## src/core/bli2c_defs.svh

```systemverilog
/*
 * Offsets, field positions, reset values and interrupt layout of the bit-level I2C block.
 * Assumes inclusion by bare name from the package and the design modules.
 */
`ifndef BLI2C_DEFS_SVH
`define BLI2C_DEFS_SVH

`define BLI2C_ADDR_W        8
`define BLI2C_OFF_CTRL      8'hd8
`define BLI2C_OFF_DATA      8'hd9
`define BLI2C_OFF_INT_STAT  8'hda
`define BLI2C_OFF_INT_MASK  8'hdb
`define BLI2C_OFF_CFG       8'hdc
`define BLI2C_CTRL_RESET    8'h81

`define BLI2C_B_RXBIT       7
`define BLI2C_B_ATTN        6
`define BLI2C_B_RDY         5
`define BLI2C_B_ARB         4
`define BLI2C_B_START       3
`define BLI2C_B_STOP        2
`define BLI2C_B_MASTER      1
`define BLI2C_B_UNDEF       0

`define BLI2C_W_CLR_TXA     7
`define BLI2C_W_IDLE        6
`define BLI2C_W_CLR_RDY     5
`define BLI2C_W_CLR_ARB     4
`define BLI2C_W_CLR_START   3
`define BLI2C_W_CLR_STOP    2
`define BLI2C_W_RESTART     1
`define BLI2C_W_STOPCMD     0

`define BLI2C_CFG_MREQ      0
`define BLI2C_NEVENTS       4
`define BLI2C_ZERO7         7'h00
`define BLI2C_ZERO8         8'h00
`define BLI2C_ZERO_EV       4'h0

`endif

```

## src/core/bli2c_pkg.sv

```systemverilog
/*
 * Types shared by the bit-level I2C block.
 * Assumes the constants header sits beside it.
 */
`include "bli2c_defs.svh"
package bli2c_pkg;
	typedef logic [`BLI2C_ADDR_W-1:0] bli2c_addr_t;
	typedef logic [7:0]               bli2c_byte_t;
	typedef enum logic [1:0] {BLI2C_CMD_BIT, BLI2C_CMD_RESTART, BLI2C_CMD_STOP} bli2c_cmd_t;
endpackage : bli2c_pkg

```

## src/core/bli2c_core.sv

```systemverilog
/*
 * Bit-level I2C interface: control/status and one-bit data registers, clock
 * stretching, arbitration and start/stop detection, restart/stop generation.
 * Assumes a register port on mclk_in with read data one cycle after the strobe,
 * and open-drain bus pins resolved outside; bus pins are asynchronous.
 */
// Functional notes
// - Each rising SCL edge samples SDA into the received bit.
// - Data register reads received bit in bit 7, zeros below; read clears ready.
// - Attention is the OR of ready, arbitration-lost, start and stop flags.
// - Ready sets on every rising SCL edge unless idle slave.
// - Ready clears on clear command, or any data register read or write.
// - SCL held low after ready set until software clears ready.
// - Idle command makes slave ignore bus until next start.
// - Data write bit 7 is next bit to transmit.
// - Data write clears ready and sets transmit-active.
// - Any of arbitration, start, stop flags keeps SCL stretched.
// - SDA driven low and arbitration loss only while transmit-active; loss clears it.
// - Clear-transmit-active command or data register read clears transmit-active.
// - Clear commands for arbitration, start, stop clear their flags.
// - Restart or stop command sets transmit-active and shapes SDA for the condition.
`include "bli2c_defs.svh"
module bli2c_core
	import bli2c_pkg::*;
(
	input  wire logic               mclk_in,
	input  wire logic               rst_in,
	input  wire bli2c_pkg::bli2c_addr_t addr_in,
	input  wire bli2c_pkg::bli2c_byte_t wdata_in,
	input  wire logic               wr_in,
	input  wire logic               rd_in,
	output bli2c_pkg::bli2c_byte_t  rdata_out,
	input  wire logic               scl_in,
	output logic                    scl_out,
	output logic                    scl_oe_out,
	input  wire logic               sda_in,
	output logic                    sda_out,
	output logic                    sda_oe_out,
	output logic                    irq_out
);
	import bli2c_pkg::*;

	logic       scl_s, sda_s, scl_prev_q, sda_prev_q;
	logic       rxbit_q, rdy_q, arb_q, start_q, stop_q, master_q, idle_q, txa_q, txbit_q;
	logic       mreq_q, busy_q, scl_low_q, sda_low_q, holdstate_q;
	bli2c_cmd_t cmd_q;
	logic       scl_rise, scl_fall, start_det, stop_det, attn;
	logic       wr_ctrl, wr_data, rd_data, rd_ctrl;
	logic [`BLI2C_NEVENTS-1:0] ev_stat, ev_mask, ev_set, ev_clr;

	bli2c_sync u_sync_scl (
		.clk_in (mclk_in),
		.rst_in (rst_in),
		.d_in   (scl_in),
		.q_out  (scl_s)
	);
	bli2c_sync u_sync_sda (
		.clk_in (mclk_in),
		.rst_in (rst_in),
		.d_in   (sda_in),
		.q_out  (sda_s)
	);

	always_ff @(posedge mclk_in or posedge rst_in) begin
		if (rst_in) begin
			scl_prev_q <= 1'b1;
			sda_prev_q <= 1'b1;
		end else begin
			scl_prev_q <= scl_s;
			sda_prev_q <= sda_s;
		end
	end

	assign scl_rise  = scl_s & ~scl_prev_q;
	assign scl_fall  = ~scl_s & scl_prev_q;
	assign start_det = scl_s & scl_prev_q & sda_prev_q & ~sda_s;
	assign stop_det  = scl_s & scl_prev_q & ~sda_prev_q & sda_s;
	assign attn      = rdy_q | arb_q | start_q | stop_q;

	assign wr_ctrl = wr_in && (addr_in == `BLI2C_OFF_CTRL);
	assign wr_data = wr_in && (addr_in == `BLI2C_OFF_DATA);
	assign rd_data = rd_in && (addr_in == `BLI2C_OFF_DATA);
	assign rd_ctrl = rd_in && (addr_in == `BLI2C_OFF_CTRL);

	// Idle slave wakes only at a start; the idle command is ignored while master
	always_ff @(posedge mclk_in or posedge rst_in) begin
		if (rst_in)
			idle_q <= 1'b0;
		else if (start_det)
			idle_q <= 1'b0;
		else if (wr_ctrl && wdata_in[`BLI2C_W_IDLE] && !master_q)
			idle_q <= 1'b1;
	end

	always_ff @(posedge mclk_in or posedge rst_in) begin
		if (rst_in)
			rxbit_q <= 1'b1;
		else if (scl_rise)
			rxbit_q <= sda_s;
	end

	// Set wins over any clear in the same cycle
	always_ff @(posedge mclk_in or posedge rst_in) begin
		if (rst_in)
			rdy_q <= 1'b0;
		else if (scl_rise && !idle_q)
			rdy_q <= 1'b1;
		else if (wr_data || rd_data || (wr_ctrl && wdata_in[`BLI2C_W_CLR_RDY]))
			rdy_q <= 1'b0;
	end

	// Loss: we released SDA (sent 1) but bus shows 0 at SCL rise
	logic arb_hit;
	assign arb_hit = txa_q && scl_rise && txbit_q && !sda_s;

	always_ff @(posedge mclk_in or posedge rst_in) begin
		if (rst_in)
			arb_q <= 1'b0;
		else if (arb_hit)
			arb_q <= 1'b1;
		else if (wr_ctrl && wdata_in[`BLI2C_W_CLR_ARB])
			arb_q <= 1'b0;
	end

	always_ff @(posedge mclk_in or posedge rst_in) begin
		if (rst_in)
			start_q <= 1'b0;
		else if (start_det && !idle_q)
			start_q <= 1'b1;
		else if (wr_ctrl && wdata_in[`BLI2C_W_CLR_START])
			start_q <= 1'b0;
	end

	always_ff @(posedge mclk_in or posedge rst_in) begin
		if (rst_in)
			stop_q <= 1'b0;
		else if (stop_det && !idle_q)
			stop_q <= 1'b1;
		else if (wr_ctrl && wdata_in[`BLI2C_W_CLR_STOP])
			stop_q <= 1'b0;
	end

	// Transmit-active and the bit or condition to send
	always_ff @(posedge mclk_in or posedge rst_in) begin
		if (rst_in) begin
			txa_q   <= 1'b0;
			txbit_q <= 1'b1;
			cmd_q   <= BLI2C_CMD_BIT;
		end else if (arb_hit) begin
			txa_q <= 1'b0;
		end else if (wr_data) begin
			txa_q   <= 1'b1;
			txbit_q <= wdata_in[`BLI2C_B_RXBIT];
			cmd_q   <= BLI2C_CMD_BIT;
		end else if (wr_ctrl && wdata_in[`BLI2C_W_RESTART]) begin
			txa_q   <= 1'b1;
			txbit_q <= 1'b1;
			cmd_q   <= BLI2C_CMD_RESTART;
		end else if (wr_ctrl && wdata_in[`BLI2C_W_STOPCMD]) begin
			txa_q   <= 1'b1;
			txbit_q <= 1'b0;
			cmd_q   <= BLI2C_CMD_STOP;
		end else if (rd_data || (wr_ctrl && wdata_in[`BLI2C_W_CLR_TXA])) begin
			txa_q <= 1'b0;
		end else if (start_det || stop_det) begin
			cmd_q <= BLI2C_CMD_BIT;
		end
	end

	// Bus ownership: request bit in a config register, master when bus free
	always_ff @(posedge mclk_in or posedge rst_in) begin
		if (rst_in)
			mreq_q <= 1'b0;
		else if (wr_in && addr_in == `BLI2C_OFF_CFG)
			mreq_q <= wdata_in[`BLI2C_CFG_MREQ];
	end

	always_ff @(posedge mclk_in or posedge rst_in) begin
		if (rst_in)
			busy_q <= 1'b0;
		else if (start_det)
			busy_q <= 1'b1;
		else if (stop_det)
			busy_q <= 1'b0;
	end

	always_ff @(posedge mclk_in or posedge rst_in) begin
		if (rst_in)
			master_q <= 1'b0;
		else if (arb_hit || (stop_det && !mreq_q))
			master_q <= 1'b0;
		else if (mreq_q && !busy_q)
			master_q <= 1'b1;
	end

	// Stretch: hold SCL low from the next fall until all flags are serviced
	always_ff @(posedge mclk_in or posedge rst_in) begin
		if (rst_in)
			holdstate_q <= 1'b0;
		else if (scl_fall && attn && !idle_q)
			holdstate_q <= 1'b1;
		else if (!attn)
			holdstate_q <= 1'b0;
	end

	always_ff @(posedge mclk_in or posedge rst_in) begin
		if (rst_in)
			scl_low_q <= 1'b0;
		else
			scl_low_q <= (holdstate_q && attn) || (scl_fall && attn && !idle_q);
	end

	// SDA shaping: data during low phase; restart pulls low, stop releases, while high
	always_ff @(posedge mclk_in or posedge rst_in) begin
		if (rst_in)
			sda_low_q <= 1'b0;
		else if (!txa_q)
			sda_low_q <= 1'b0;
		else if (!scl_s)
			sda_low_q <= !txbit_q;
		else if (scl_prev_q && cmd_q == BLI2C_CMD_RESTART)
			sda_low_q <= 1'b1;
		else if (scl_prev_q && cmd_q == BLI2C_CMD_STOP)
			sda_low_q <= 1'b0;
	end

	assign scl_out    = 1'b0;
	assign sda_out    = 1'b0;
	assign scl_oe_out = scl_low_q;
	assign sda_oe_out = sda_low_q;

	// Read data, valid the cycle after the strobe; control writes are one-shot
	always_ff @(posedge mclk_in or posedge rst_in) begin
		if (rst_in)
			rdata_out <= `BLI2C_ZERO8;
		else if (rd_ctrl)
			rdata_out <= {rxbit_q, attn, rdy_q, arb_q, start_q, stop_q, master_q, 1'b1};
		else if (rd_data)
			rdata_out <= {rxbit_q, `BLI2C_ZERO7};
		else if (rd_in && addr_in == `BLI2C_OFF_INT_STAT)
			rdata_out <= {4'h0, ev_stat};
		else if (rd_in && addr_in == `BLI2C_OFF_INT_MASK)
			rdata_out <= {4'h0, ev_mask};
		else if (rd_in && addr_in == `BLI2C_OFF_CFG)
			rdata_out <= {7'h00, mreq_q};
		else
			rdata_out <= `BLI2C_ZERO8;
	end

	assign ev_set = {scl_rise && !idle_q, arb_hit, start_det && !idle_q, stop_det && !idle_q};
	assign ev_clr = (wr_in && addr_in == `BLI2C_OFF_INT_STAT) ? wdata_in[`BLI2C_NEVENTS-1:0] : `BLI2C_ZERO_EV;

	bli2c_irq u_irq (
		.clk_in     (mclk_in),
		.rst_in     (rst_in),
		.event_in   (ev_set),
		.clear_in   (ev_clr),
		.mask_we_in (wr_in && addr_in == `BLI2C_OFF_INT_MASK),
		.mask_in    (wdata_in[`BLI2C_NEVENTS-1:0]),
		.status_out (ev_stat),
		.mask_out   (ev_mask),
		.irq_out    (irq_out)
	);
endmodule : bli2c_core

```

## src/core/bli2c_irq.sv

```systemverilog
/*
 * Sticky event status, mask and level interrupt.
 * Assumes one-cycle event pulses and write-one-to-clear strobes on the same clock.
 */
`include "bli2c_defs.svh"
module bli2c_irq (
	input  wire logic                       clk_in,
	input  wire logic                       rst_in,
	input  wire logic [`BLI2C_NEVENTS-1:0]  event_in,
	input  wire logic [`BLI2C_NEVENTS-1:0]  clear_in,
	input  wire logic                       mask_we_in,
	input  wire logic [`BLI2C_NEVENTS-1:0]  mask_in,
	output logic      [`BLI2C_NEVENTS-1:0]  status_out,
	output logic      [`BLI2C_NEVENTS-1:0]  mask_out,
	output logic                            irq_out
);
	genvar i;
	generate
		for (i = 0; i < `BLI2C_NEVENTS; i++) begin : g_ev
			// Set beats clear in the same cycle
			always_ff @(posedge clk_in or posedge rst_in) begin
				if (rst_in)
					status_out[i] <= 1'b0;
				else if (event_in[i])
					status_out[i] <= 1'b1;
				else if (clear_in[i])
					status_out[i] <= 1'b0;
			end
		end
	endgenerate
	always_ff @(posedge clk_in or posedge rst_in) begin
		if (rst_in)
			mask_out <= `BLI2C_ZERO_EV;
		else if (mask_we_in)
			mask_out <= mask_in;
	end
	always_ff @(posedge clk_in or posedge rst_in) begin
		if (rst_in)
			irq_out <= 1'b0;
		else
			irq_out <= |(((status_out | event_in) & ~clear_in | event_in) & mask_out);
	end
endmodule : bli2c_irq

```

## src/core/bli2c_sync.sv

```systemverilog
/*
 * Two-flop synchroniser for one pin level.
 * Assumes the input is asynchronous to clk_in.
 */
module bli2c_sync (
	input  wire logic clk_in,
	input  wire logic rst_in,
	input  wire logic d_in,
	output logic      q_out
);
	logic meta_q;
	always_ff @(posedge clk_in or posedge rst_in) begin
		if (rst_in) begin
			meta_q <= 1'b1;
			q_out  <= 1'b1;
		end else begin
			meta_q <= d_in;
			q_out  <= meta_q;
		end
	end
endmodule : bli2c_sync

```

## config.mk

```make
export PLATFORM = sky130hd
export DESIGN_NAME = bli2c_core
export DESIGN_NICKNAME = d
export VERILOG_FILES = /design/src/core/bli2c_pkg.sv /design/src/core/bli2c_core.sv /design/src/core/bli2c_irq.sv /design/src/core/bli2c_sync.sv
export VERILOG_INCLUDE_DIRS = /design/src /design/src/core
export SDC_FILE = /design/constraint.sdc
export NUM_CORES = 1
export LEC_CHECK = 0
export ABC_AREA = 1
export BUFFER_PORTS_ARGS = -buffer_cell sky130_fd_sc_hd__buf_4
export CAP_MARGIN = 30
export CORE_MARGIN = 5
export CORE_UTILIZATION = 30
export DETAILED_ROUTE_END_ITERATION = 8
export GPL_TIMING_DRIVEN = 0
export PLACE_DENSITY = 0.49
export SLEW_MARGIN = 25
export SYNTH_ARGS = -nofsm -noshare
export SYNTH_HDL_FRONTEND = slang
export SYNTH_SLANG_ARGS = --single-unit
export TNS_END_PERCENT = 5
```

## constraint.sdc

```tcl
create_clock -name mclk_in -period 3.7 [get_ports mclk_in]
set_input_delay 0.555 -clock mclk_in [delete_from_list [all_inputs] [get_ports mclk_in]]
set_output_delay 0.555 -clock mclk_in [all_outputs]
set_load 0.1 [all_outputs]
```

Word level (Yosys, flattened, before mapping)
Index checks and enable logic that the tools add are counted.
{ "totals": {"n_memories": 0, "register_bits": 39, "out_inout_bits": 13, "word_cells": 166, "ram_bits": 0, "latchBits": 0, "input_bits": 22, "rom_bits": 0} }
{ "classes": {"n_mux": 47, "n_reduce_logical": 61, "n_lt_le_gt_ge": 0, "bitwise_logic": 20, "div_mod_pow": 0, "n_addsub": 0, "shifts": 0, "n_eq_ne": 10, "multipliers": 0} }
{ "ops": {"columns": ["cell", "n"], "rows": [
  ["8-bit equality test (second input constant)", 5],
  ["1-bit 2-to-1 mux", 37],
  ["1-bit logical AND", 32],
  ["2-bit nonzero test", 11],
  ["8-bit 2-to-1 mux", 2],
  ["4-bit 2-to-1 mux", 3],
  ["2-bit 2-to-1 mux", 5],
  ["4-bit bitwise AND", 2],
  ["4-bit != test (second input constant)", 2],
  ["4-bit OR", 2],
  ["1-bit bitwise AND", 7],
  ["1-bit zero test", 6],
  ["1-bit logical OR", 6],
  ["1-bit inverter", 5],
  ["5-bit nonzero test", 1],
  ["4-bit inverter", 1],
  ["4-bit nonzero test", 1],
  ["4-bit OR reduction", 1],
  ["1-bit OR", 3],
  ["3-bit AND reduction", 1],
  ["3-bit nonzero test", 1],
  ["2-bit by 1-bit equality test with 1-bit output (second input constant)", 1],
  ["2-bit equality test (second input constant)", 1],
  ["2-bit by 1-bit != test with 1-bit output (second input constant)", 1],
  ["2-bit AND reduction", 1]
]} }

Logic depth before layout (Yosys ltp)
Gate-level depths: netlist (run 1).
{ "depth": {"depth_word": 10, "ltp_mapped": 11, "mapped_depth_nobuf": 10} }

Cells and area by module
Synthesis (run 1) repeated with hierarchy kept, for this count alone.
{ "hier_totals": {"cells_unflattened": 214, "hier_area_um2": 1841.8} }
{ "by_module_without_submodules": {"columns": ["module", "seq_area_each_um2", "instances", "area_per_inst_um2", "cells_per_inst"], "rows": [
  ["bli2c_core", 655.6, 1, 1361.3, 169],
  ["bli2c_irq", 225.2, 1, 367.9, 39],
  ["bli2c_sync", 52.6, 2, 56.3, 3]
]} }

Least setup slack after synthesis (run 1)
OpenSTA, ideal clock, no wires.
{ "synth_timing": {"path_kind": "reg2out", "startpoint": "register sda_low_q (netlist: sda_oe_out)", "endpoint": "output port sda_oe_out", "required_time_ps": 3145, "n_path_buf": 0, "slack_ps": 2241, "path_stages_with_launch": 1, "arrival_time_ps": 904, "path_cell_list": "dfrtp_1"} }
{ "synth_lines": {"columns": ["item", "line", "rtl"], "rows": [
  ["from (decl)", "bli2c_core.sv:45", "logic mreq_q, busy_q, scl_low_q, sda_low_q, holdstate_q;"],
  ["from (signal assigned)", "bli2c_core.sv:220", "sda_low_q <= !txbit_q;"],
  ["to (decl)", "bli2c_core.sv:38", "output logic sda_oe_out,"]
]} }
No word-level cell between the ends.

Worst setup path in the final report (run 1)
{ "layout_timing": {"startpoint": "register u_sync_scl.q_out", "endpoint": "register cmd_q[0]"} }
{ "layout_via": {"elab_chain_cells": 6} }
{ "layout_rtl": {"columns": ["item", "line", "rtl"], "rows": [
  ["from (decl)", "bli2c_sync.sv:9", "output logic q_out"],
  ["from (signal assigned)", "bli2c_sync.sv:18", "q_out <= meta_q;"],
  ["1-bit bitwise AND, on equally long branches", "bli2c_core.sv:76, bli2c_core.sv:77, bli2c_core.sv:74", null],
  ["1-bit bitwise AND, or another cell as far along (2 in series)", "bli2c_core.sv:76", "assign start_det = scl_s & scl_prev_q & sda_prev_q & ~sda_s;"],
  ["1-bit logical OR or 1-bit logical AND (tied branches)", "bli2c_core.sv:165, bli2c_core.sv:114", null],
  ["4-bit nonzero test (no source line) or 1-bit inverter (tied branches)", null, null],
  ["3-bit AND reduction (no source line) *", null, null],
  ["to (signal assigned)", "bli2c_core.sv:158", "cmd_q <= BLI2C_CMD_RESTART;"],
  ["to (signal assigned)", "bli2c_core.sv:162", "cmd_q <= BLI2C_CMD_STOP;"],
  ["to (signal assigned)", "bli2c_core.sv:166", "cmd_q <= BLI2C_CMD_BIT;"],
  ["to (decl)", "bli2c_core.sv:46", "bli2c_cmd_t cmd_q;"]
]} }
Mark *: on every way between the ends. The rest lies on a longest branch, timed or not.
A chain may end at the register's enable or synchronous reset.

==> run_results.csv, run 1 <==
group,metric,value,unit
clock_tree,cts-htree-levels,2,
clock_tree,cts.repair_timing.setup_buffer_count,0,
route,routed_length_per_placed_instance,12.5,um
critical_path,rr_worst_depth,7,
clock_tree,cts_made_buffers,5,
grt,antenna_found_initial,0,
grt,grt_remaining_overflow,0,
critical_path,worstSetupStartpointType,"flop",
die,die_height,87.7,um
power,power.density_cell_area,376,nW/um^2
sta,fin_setup_tns,0,ns
yosys,synth.lib_cells_used.distinct,27,
power,power_leakage,1.12,nW
die,ios,35,
sta,final-setup-viol-count,0,
hold_path,min-delay-path-class,"in2async",
placement,dpl_ws,1.97,ns
clock_tree,cts_root_buf,"clkbuf_8",
clock_tree,cts_hold_buffers,0,
yosys,synth.ff_latch_count,39,
power,vdd_drop_max,0.000135,V
clock_tree,clk-insertion-delay-late,0.29,ns
route,dr.pass1.iters,4,
grt,grt_start_max_net_pins,30,
critical_path,worst-endpoint-arrival,1.70,ns
yosys,synth_area,1810,um^2
finish,insertedDiodeCount,0,
outcome,result_of_the_run,"finished, final reports clean",
route,routed_via_density,4.47,
sta,final_critical_path_setup_slack,2.19,ns
die,core_area,5890,um^2
placement,gp_routability_congestion,0.795,
clock_tree,resized_cells_post_cts,0,
die,fp.dieW,87.7,um
yosys,postSynthCellCount,207,
clock_tree,tritoncts,"done",
grt,total_grt_usage,11.7,%
sta,final-hold-violation-count,0,
yosys,post_synth.cell_area_avg,8.76,um^2
sta,rsz0062_at_grt,"no",
sta,final_period_util,40.8,%
sta,timing.hold.ws,0.196,ns
die,initial_utilization,30.8,%
route,detail_route.drc_violations,0,
grt,wire_length_of_the_first_global_routing_pass,6850,um
sta,timing_max_transition_violations_final,0,
clock_tree,numClockSinks,39,
clock_tree,ctsLongestPathBuffers,2,
finish,final_layout_size_suffix_gt1_share,27.8,%
yosys,ys_warn_count,0,
clock_tree,cts.clk_slew.worst_paths,0.08,ns
critical_path,required,3.89,ns
route,routed_wirelength,4040,um
sta,fin_crit,1.51,ns
finish,finalNetCount,269,
run,drv_cap,0,
grt,grt_pass1_vias,1460,
die,dieArea,7700,um^2
critical_path,timing_worst_setup_path_type,"reg2reg",
critical_path,timing.critical_path.to_type,"flop",
critical_path,regToRegStartpoint,"u_sync_scl.q_out$_DFF_PP1_",
placement,place.port_buffers,31,
die,placement_rows,28,
critical_path,path_max_fanout,9,
critical_path,worst-r2r-setup-slack,2.19,ns
finish,synthToLayoutAreaGrowth,23.8,%
sta,worst_clock_skew,0.0101,ns
route,vias,1444,
finish,fillerInstances,623,
sta,fmax,662,MHz
placement,detailed_place_hpwl,3200,um
yosys,synth_seq_area_share,54.4,%
route,drtIter0Drc,56,
route,detail-route-antenna-nets,0,
critical_path,worst_r2r_endpoint,"cmd_q[0]$_DFFE_PP0P_",
-- cell families (layout without fill, tap and decap cells) --
logic type / Yosys count / count (layout) / synth area share (%)
simple gates: 103 / 103 / 29.1
buf+inv: 41 / 81 / 9.39
flops: 39 / 39 / 54.4
compound gates: 23 / 23 / 6.97
other cells: 1 / 2 / 0.207
-- power by group --
group          leakage (nW)  total (mW)  switching [mW]  internal [mW]
logic                 0.624       0.110          0.0738         0.0365
clock network        0.0422       0.271           0.139          0.132
registers             0.451       0.462          0.0122          0.450
-- worst max-delay path by stage --
stage                                      end  slack (ns)                  startpoint
after floorplan                     sda_oe_out        2.24      sda_oe_out$_DFFE_PP0P_
after global placement      mreq_q$_DFFE_PP0P_        1.62                      rst_in
after detailed placement  cmd_q[0]$_DFFE_PP0P_        1.97                  addr_in[5]
after CTS                 cmd_q[0]$_DFFE_PP0P_        2.15  u_sync_scl.q_out$_DFF_PP1_
after global routing      cmd_q[0]$_DFFE_PP0P_        2.04  u_sync_scl.q_out$_DFF_PP1_
final                     cmd_q[0]$_DFFE_PP0P_        2.19  u_sync_scl.q_out$_DFF_PP1_
-- Yosys cell counts (all sizes together) --
library cell	number	area share, %
dfrtp	31	43
nand3	11	3.9
nor2	17	5.3
o221ai	1	0.48
inv	37	7.7
o2111ai	1	0.48
a31oi	1	0.35
buf	4	1.7
o21ai	14	3.9
nand2	54	11
o22ai	2	0.69
conb	1	0.21
nor3	6	2.2
nand4	14	5.5
dfstp	8	12
nor3b	1	0.69
a21oi	4	1.1
-- layout by cell type (no fill, tap or decap), drive strengths merged --
cell | Yosys | routed
a31oi | 1 | 1
conb | 1 | 2
a21oi | 4 | 4
clkinv | 0 | 1
clkbuf | 0 | 7
dfstp | 8 | 8
buf | 4 | 36
nor3b | 1 | 1
dfrtp | 31 | 31
nand2 | 54 | 54
nor3 | 6 | 6
nor2 | 17 | 17
nand4 | 14 | 14
inv | 37 | 37
nand3 | 11 | 11
o21ai | 14 | 14
o221ai | 1 | 1
o2111ai | 1 | 1
o22ai | 2 | 2
-- critical path, cell delays in order (launching register included) --
cell     delay (ns)
dfstp_2        0.57
inv_1          0.08
nor2_4         0.12
nand4_2        0.24
nand3_1        0.22
nand3_1        0.09
nand2_1        0.06
nand2_1        0.04
-- flip-flops by register name (all words and copies together) (netlist names), 2 cells and up --
name	cells
cmd_q	2
u_irq.status_out	4
u_irq.mask_out	4
rdata_out	8
-- metal layers --
layer  global-route usage (%)  vias to the layer above  part of all wire, %
met5                        0                        -                    0
met4                     5.86                        0                  2.4
met3                     3.01                        6                  5.3
met2                     17.9                       32                   45
met1                     15.2                      661                   47
li1                         -                      745                    -
-- metrics by stage --
| step | area [um^2] | power, mW | cells | util [%] |
|---|---|---|---|---|
| 2_1_floorplan | 1820 | 0.539 | 208 | - |
| 3_3_place_gp | 2140 | 0.578 | 314 | 36.4 |
| 3_5_place_dp | 2160 | 0.582 | 315 | 36.8 |
| 4_1_cts | 2240 | 0.860 | 323 | 38.1 |
| 5_1_grt | 2240 | 0.897 | 323 | 38.1 |
| 6_report | 2240 | 0.843 | 323 | 38.1 |
-- cell type report --
cell class                 instances  area, um^2  area share, %
buffer                             4        31.3           1.39
inverter                          37         139           6.19
timing repair buffer              32         253           11.3
clock inverter                     1        5.00          0.223
clock buffer                       7        76.3           3.40
multi-input combinational        128         661           29.4
sequential                        39         986           43.9
tap                               75        93.8           4.18
(Power assumes the default switching activity.)
==> run 2, diff against run 1 <==
==> constraint.sdc (replaced) <==
create_clock -name mclk_in -period 1.4 [get_ports mclk_in]
set_input_delay 0.21 -clock mclk_in [delete_from_list [all_inputs] [get_ports mclk_in]]
set_output_delay 0.21 -clock mclk_in [all_outputs]
set_load 0.1 [all_outputs]
==> run 2 against run 1 <==
Net effect: clock power rose to 2.7 times the previous value; register-to-register slack got worse by 2.2 ns; die area did not move; critical endpoint unchanged; largest power group unchanged; non-clock buffer count rose by 5; final cell count rose by 1.5%; sequential power rose to 2.6 times the previous value; combinational power rose to 2.8 times the previous value; fmax rose by 9.6%.
==> run_results.csv, run 2 (synthesis gave the netlist of run 1 again) <==
group,metric,value,unit
power,vdd_drop_max,0.000370,V
sta,worst_clock_skew,0.00952,ns
clock_tree,clk-insertion-delay-late,0.29,ns
die,dieArea,7700,um^2
clock_tree,numClockSinks,39,
grt,wire_length_of_the_first_global_routing_pass,6970,um
route,dr.pass1.iters,4,
grt,grt_start_max_net_pins,30,
outcome,result_of_the_run,"finished, final reports clean",
critical_path,timing.critical_path.to_type,"flop",
clock_tree,cts-htree-levels,2,
sta,timing_max_transition_violations_final,0,
die,die_height,87.7,um
finish,fillerInstances,608,
finish,fin_cells,328,
power,power_after_layout,2.26,mW
run,drv_cap,0,
placement,place.port_buffers,31,
sta,fin_crit,1.38,ns
sta,final_period_util,98.5,%
sta,rsz0062_at_grt,"yes",
finish,layout.area.seq,986,um^2
clock_tree,tritoncts,"done",
finish,largest_register_ff_count,8,
die,ios,35,
placement,detailed_place_hpwl,3200,um
power,power_leakage,1.14,nW
critical_path,path_max_fanout,5,
placement,placedInstanceArea,2160,um^2
placement,gp_routability_congestion,0.795,
die,fp.dieW,87.7,um
power,power.density_cell_area,969,nW/um^2
critical_path,timing_worst_setup_path_type,"reg2reg",
grt,grt_remaining_overflow,0,
placement,placedCellCount,315,
finish,insertedDiodeCount,0,
finish,layout_commonest_cell,"nand2_1",
finish,multiInputGateArea,702,um^2
route,routed_wirelength,4180,um
die,placement_rows,28,
clock_tree,cts_root_buf,"clkbuf_8",
finish,largest-register,"rdata_out",
critical_path,worst-endpoint-arrival,1.57,ns
finish,commonest_non_fill_non_tap_cells_in_the_layout,"nand2_1 (48), buf_4 (36), dfrtp_1 (31), inv_1 (30)",
finish,final_layout_size_suffix_gt1_share,32.4,%
die,core_area,5890,um^2
finish,final_design_area_no_fill,2330,um^2
critical_path,required,1.59,ns
sta,timing.hold.ws,0.0254,ns
route,routed_via_density,4.52,
finish,finalNetCount,274,
sta,fmax,725,MHz
hold_path,min-delay-path-class,"in2reg",
sta,final-hold-violation-count,0,
finish,synthToLayoutAreaGrowth,28.5,%
grt,antenna_found_initial,0,
grt,total_grt_usage,12.1,%
route,vias,1481,
route,routed_length_per_placed_instance,12.7,um
clock_tree,cts.clk_slew.worst_paths,0.08,ns
route,drtIter0Drc,38,
route,detail_route.drc_violations,0,
grt,grt_pass1_vias,1469,
route,detail-route-antenna-nets,0,
critical_path,worstSetupStartpointType,"flop",
finish,layout_top_registers,"rdata_out: 8 flops, u_irq.mask_out: 4 flops, u_irq.status_out: 4 flops",
die,initial_utilization,30.8,%
clock_tree,ctsLongestPathBuffers,2,
clock_tree,cts_made_buffers,5,
sta,final-setup-viol-count,0,
==> run 2: cell count changes in the layout (fill, tap and decap cells not counted), moves of 2 or more <==
cell,change
buf_4,+3
inv_1,-3
inv_2,+3
nand2_1,-4
nand2_2,+4
nand3_1,-2
nand3_2,+2
nor3_2,-2
nor3_4,+2
==> run 2: final timing paths <==
kind,from,end,slack [ns],cells past startpoint
worst max-delay path,u_sync_scl.q_out$_DFF_PP1_,cmd_q[0]$_DFFE_PP0P_,0.02,7
worst min-delay path,sda_in,u_sync_sda.meta_q$_DFF_PP1_,0.03,1
worst max register to register,u_sync_scl.q_out$_DFF_PP1_,cmd_q[0]$_DFFE_PP0P_,0.02,7
worst min register to register,u_sync_sda.meta_q$_DFF_PP1_,u_sync_sda.q_out$_DFF_PP1_,0.36,0
max in group asynchronous,rst_in,rxbit_q$_DFFE_PP1N_,0.49,4
min in group asynchronous,rst_in,cmd_q[0]$_DFFE_PP0P_,0.41,3
==> run 2: layer usage <==
layer	share of wire, %	up-vias	GRT usage, %
met3	5.9	7	3.29
met5	0	-	0
met2	46	35	18.6
met4	2.9	0	7.53
li1	-	750	-
met1	45	689	15.0
==> run 2: cell type report <==
type	instances	area share, %
Clock buffer	7	3.28
Buffer	4	1.34
Clock inverter	1	0.215
Sequential cell	39	42.3
Multi-Input combinational cell	128	30.1
Timing Repair Buffer	37	12.7
Inverter	37	5.96
Tap cell	75	4.03
==> run 2: power by group <==
part / internal, mW / switching [mW]
clock: 0.349 / 0.376
combinational: 0.105 / 0.203
sequential: 1.19 / 0.0341
total: 1.64 / 0.613
==> run 2: repair_timing <==
item                                    in CTS  in global routing
gates resized for setup                      3                 10
hold buffers                                 1                  0
setup buffers                                2                  2
endpoints found under the hold margin        3                  0
endpoints found under the setup margin       3                  6
pin swaps                                    3                  3
==> run 2: stage by stage <==
| step | setup slack [ns] | utilization, % | TNS [ns] |
|---|---|---|---|
| detailed placement | -0.149 | 36.8 | -0.305 |
| finish | 0.0216 | 39.6 | 0 |
| global route | -0.0842 | 39.6 | -0.308 |
| CTS | 0.00535 | 38.9 | 0 |
| global placement | -0.334 | 36.4 | -10.64 |
| floorplan | 0.0351 | - | 0 |
==> run 2: worst max-delay path, cell delays in order (launching register included) <==
cell,delay [ns]
dfstp_2,0.58
nand2_2,0.11
nor3_4,0.20
inv_2,0.06
nand2_1,0.08
nand3_2,0.10
nand4_1,0.10
nand2_1,0.06
==> run 3, diff against run 2 <==
--- a/config.mk
+++ b/config.mk
@@ -9,11 +9,14 @@
 export ABC_AREA = 1
 export BUFFER_PORTS_ARGS = -buffer_cell sky130_fd_sc_hd__buf_4
 export CAP_MARGIN = 30
+export CELL_PAD_IN_SITES_DETAIL_PLACEMENT = 1
+export CELL_PAD_IN_SITES_GLOBAL_PLACEMENT = 1
 export CORE_MARGIN = 5
 export CORE_UTILIZATION = 30
 export DETAILED_ROUTE_END_ITERATION = 8
 export GPL_TIMING_DRIVEN = 0
-export PLACE_DENSITY = 0.49
+export HOLD_SLACK_MARGIN = 0.06
+export PLACE_DENSITY = 0.61
 export SLEW_MARGIN = 25
 export SYNTH_ARGS = -nofsm -noshare
 export SYNTH_HDL_FRONTEND = slang
==> run 3 against run 2 <==
Net effect: the flow now finishes with violations (setup timing); power up 11%; flip-flop and latch count unchanged; setup slack worse by 0.038 ns; clock power up 31%; final cell count up 1.8%; sequential share of layout area down 1.9 points; fmax down 2.7%; non-clock buffer count up 6; core utilization up 1.9 points; global-route usage up 0.85 points; hold slack better by 0.16 ns; critical endpoint is now txa_q$_DFFE_PP0P_; largest cell class unchanged; largest power group unchanged.
==> run_results.csv, run 3 (synthesis gave the netlist of run 1 again) <==
group,metric,value,unit
grt,antenna_found_initial,0,
route,dr.pass1.iters,4,
route,routed_length_per_placed_instance,13.6,um
critical_path,worst-r2r-setup-slack,-0.02,ns
critical_path,worstSetupStartpointType,"flop",
finish,commonest_non_fill_non_tap_cells_in_the_layout,"nand2_1 (46), buf_4 (40), inv_1 (31), dfrtp_1 (31)",
route,detail_route.drc_violations,0,
finish,largest_register_ff_count,8,
route,routed_wirelength,4540,um
route,detail-route-antenna-nets,0,
grt,grt_pass1_vias,1538,
finish,layout_commonest_cell,"nand2_1",
clock_tree,numClockSinks,39,
power,power_leakage,1.20,nW
finish,synthToLayoutAreaGrowth,34.6,%
outcome,result_of_the_run,"finished, violations left",
outcome,violations,"setup timing",
sta,final-setup-viol-count,3,
route,drtIter0Drc,56,
clock_tree,cts.clk_slew.worst_paths,0.08,ns
sta,timing.hold.ws,0.188,ns
sta,fin_setup_tns,-0.0327,ns
clock_tree,cts_root_buf,"clkbuf_8",
placement,gp_routability_congestion,0.760,
route,vias,1506,
die,initial_utilization,30.8,%
power,vdd_drop_max,0.000443,V
sta,worst_clock_skew,0.00939,ns
finish,multiInputGateArea,732,um^2
finish,final_layout_size_suffix_gt1_share,34.7,%
critical_path,path_max_fanout,7,
sta,final_period_util,101,%
critical_path,worst-endpoint-arrival,1.61,ns
finish,finalNetCount,280,
power,power.density_cell_area,1020,nW/um^2
sta,rsz0062_at_grt,"yes",
clock_tree,cts_made_buffers,5,
clock_tree,ctsLongestPathBuffers,2,
finish,insertedDiodeCount,0,
die,die_height,87.7,um
die,ios,35,
sta,fin_crit,1.42,ns
finish,fin_cells,334,
sta,fmax,706,MHz
finish,largest-register,"rdata_out",
die,core_area,5890,um^2
clock_tree,clk-insertion-delay-late,0.30,ns
hold_path,min-delay-path-class,"in2reg",
critical_path,required,1.59,ns
grt,grt_remaining_overflow,0,
placement,place.port_buffers,31,
run,drv_cap,0,
finish,final_design_area_no_fill,2440,um^2
grt,total_grt_usage,12.9,%
critical_path,timing_worst_setup_path_type,"reg2reg",
finish,layout.area.seq,986,um^2
placement,placedCellCount,315,
sta,timing_max_transition_violations_final,0,
placement,dpl_ws,-0.138,ns
grt,grt_start_max_net_pins,30,
placement,detailed_place_hpwl,3430,um
critical_path,timing.critical_path.to_type,"flop",
clock_tree,tritoncts,"done",
finish,fillerInstances,716,
die,fp.dieW,87.7,um
die,placement_rows,28,
finish,layout_top_registers,"rdata_out: 8 flops, u_irq.mask_out: 4 flops, u_irq.status_out: 4 flops",
grt,wire_length_of_the_first_global_routing_pass,7650,um
placement,placedInstanceArea,2160,um^2
route,routed_via_density,4.51,
sta,final-hold-violation-count,0,
sta,final_critical_path_setup_slack,-0.0164,ns
die,dieArea,7700,um^2
clock_tree,cts-htree-levels,2,
## run 3: cell types whose count changed in the layout (fill, tap and decap cells not counted), sizes merged
cell,previous run,this run
buf,40,44
bufinv,0,1
clkbuf,7,5
clkinv,1,2
dlygate4sd3,1,3
## run 3: worst paths after layout
path,startpoint,end,depth (start not counted)
setup / recovery,u_sync_scl.q_out$_DFF_PP1_,txa_q$_DFFE_PP0P_,6
hold / removal,wdata_in[6],idle_q$_DFFE_PP0P_,3
setup reg to reg,u_sync_scl.q_out$_DFF_PP1_,txa_q$_DFFE_PP0P_,6
hold reg to reg,u_sync_sda.meta_q$_DFF_PP1_,u_sync_sda.q_out$_DFF_PP1_,0
max in group asynchronous,rst_in,rxbit_q$_DFFE_PP1N_,4
min in group asynchronous,rst_in,sda_oe_out$_DFFE_PP0P_,3
## run 3: layout make-up
type	count	share of cell area (%)
clock buffers	5	2.82
multi-input cells	128	30.0
plain buffers	4	1.28
inverters	37	5.69
clock inverters	3	1.79
repair buffers	43	14.2
flip-flops and latches	39	40.4
well taps	75	3.84
## run 3: metrics by stage
stage | total power, mW | utilization (%)
after CTS | 2.52 | 40.2
final | 2.50 | 41.5
after floorplan | 1.43 | -
after detailed placement | 1.54 | 36.8
after global routing | 2.63 | 41.5
after global placement | 1.53 | 36.4
## run 3: what timing repair did
item	in CTS	in global routing
setup buffers	4	4
setup endpoints to repair	3	6
gates resized for setup	5	13
pin swaps	2	7
endpoints found under the hold margin	5	0
hold buffers	3	0
## run 3: power breakdown
part	total, mW	switching, mW	leakage [nW]	internal [mW]
Combinational	0.326	0.210	0.691	0.115
Clock	0.948	0.417	0.0581	0.531
Sequential	1.23	0.0375	0.451	1.19
Total	2.50	0.665	1.20	1.83
## run 3: critical path: stages (launching register included)
cell and delay (ns):
dfstp_2 0.59, inv_2 0.06, nor2_4 0.15, nand4_4 0.19, buf_6 0.19, nand4_1 0.08, nand2_1 0.05
## run 3: per-layer routing
metal | track usage (%) | share of wire [%] | up-vias
met4 | 4.18 | 1.3 | 0
li1 | - | - | 764
met1 | 17.2 | 48 | 706
met5 | 0 | 0 | -
met2 | 20.3 | 46 | 30
met3 | 3.86 | 4.7 | 6
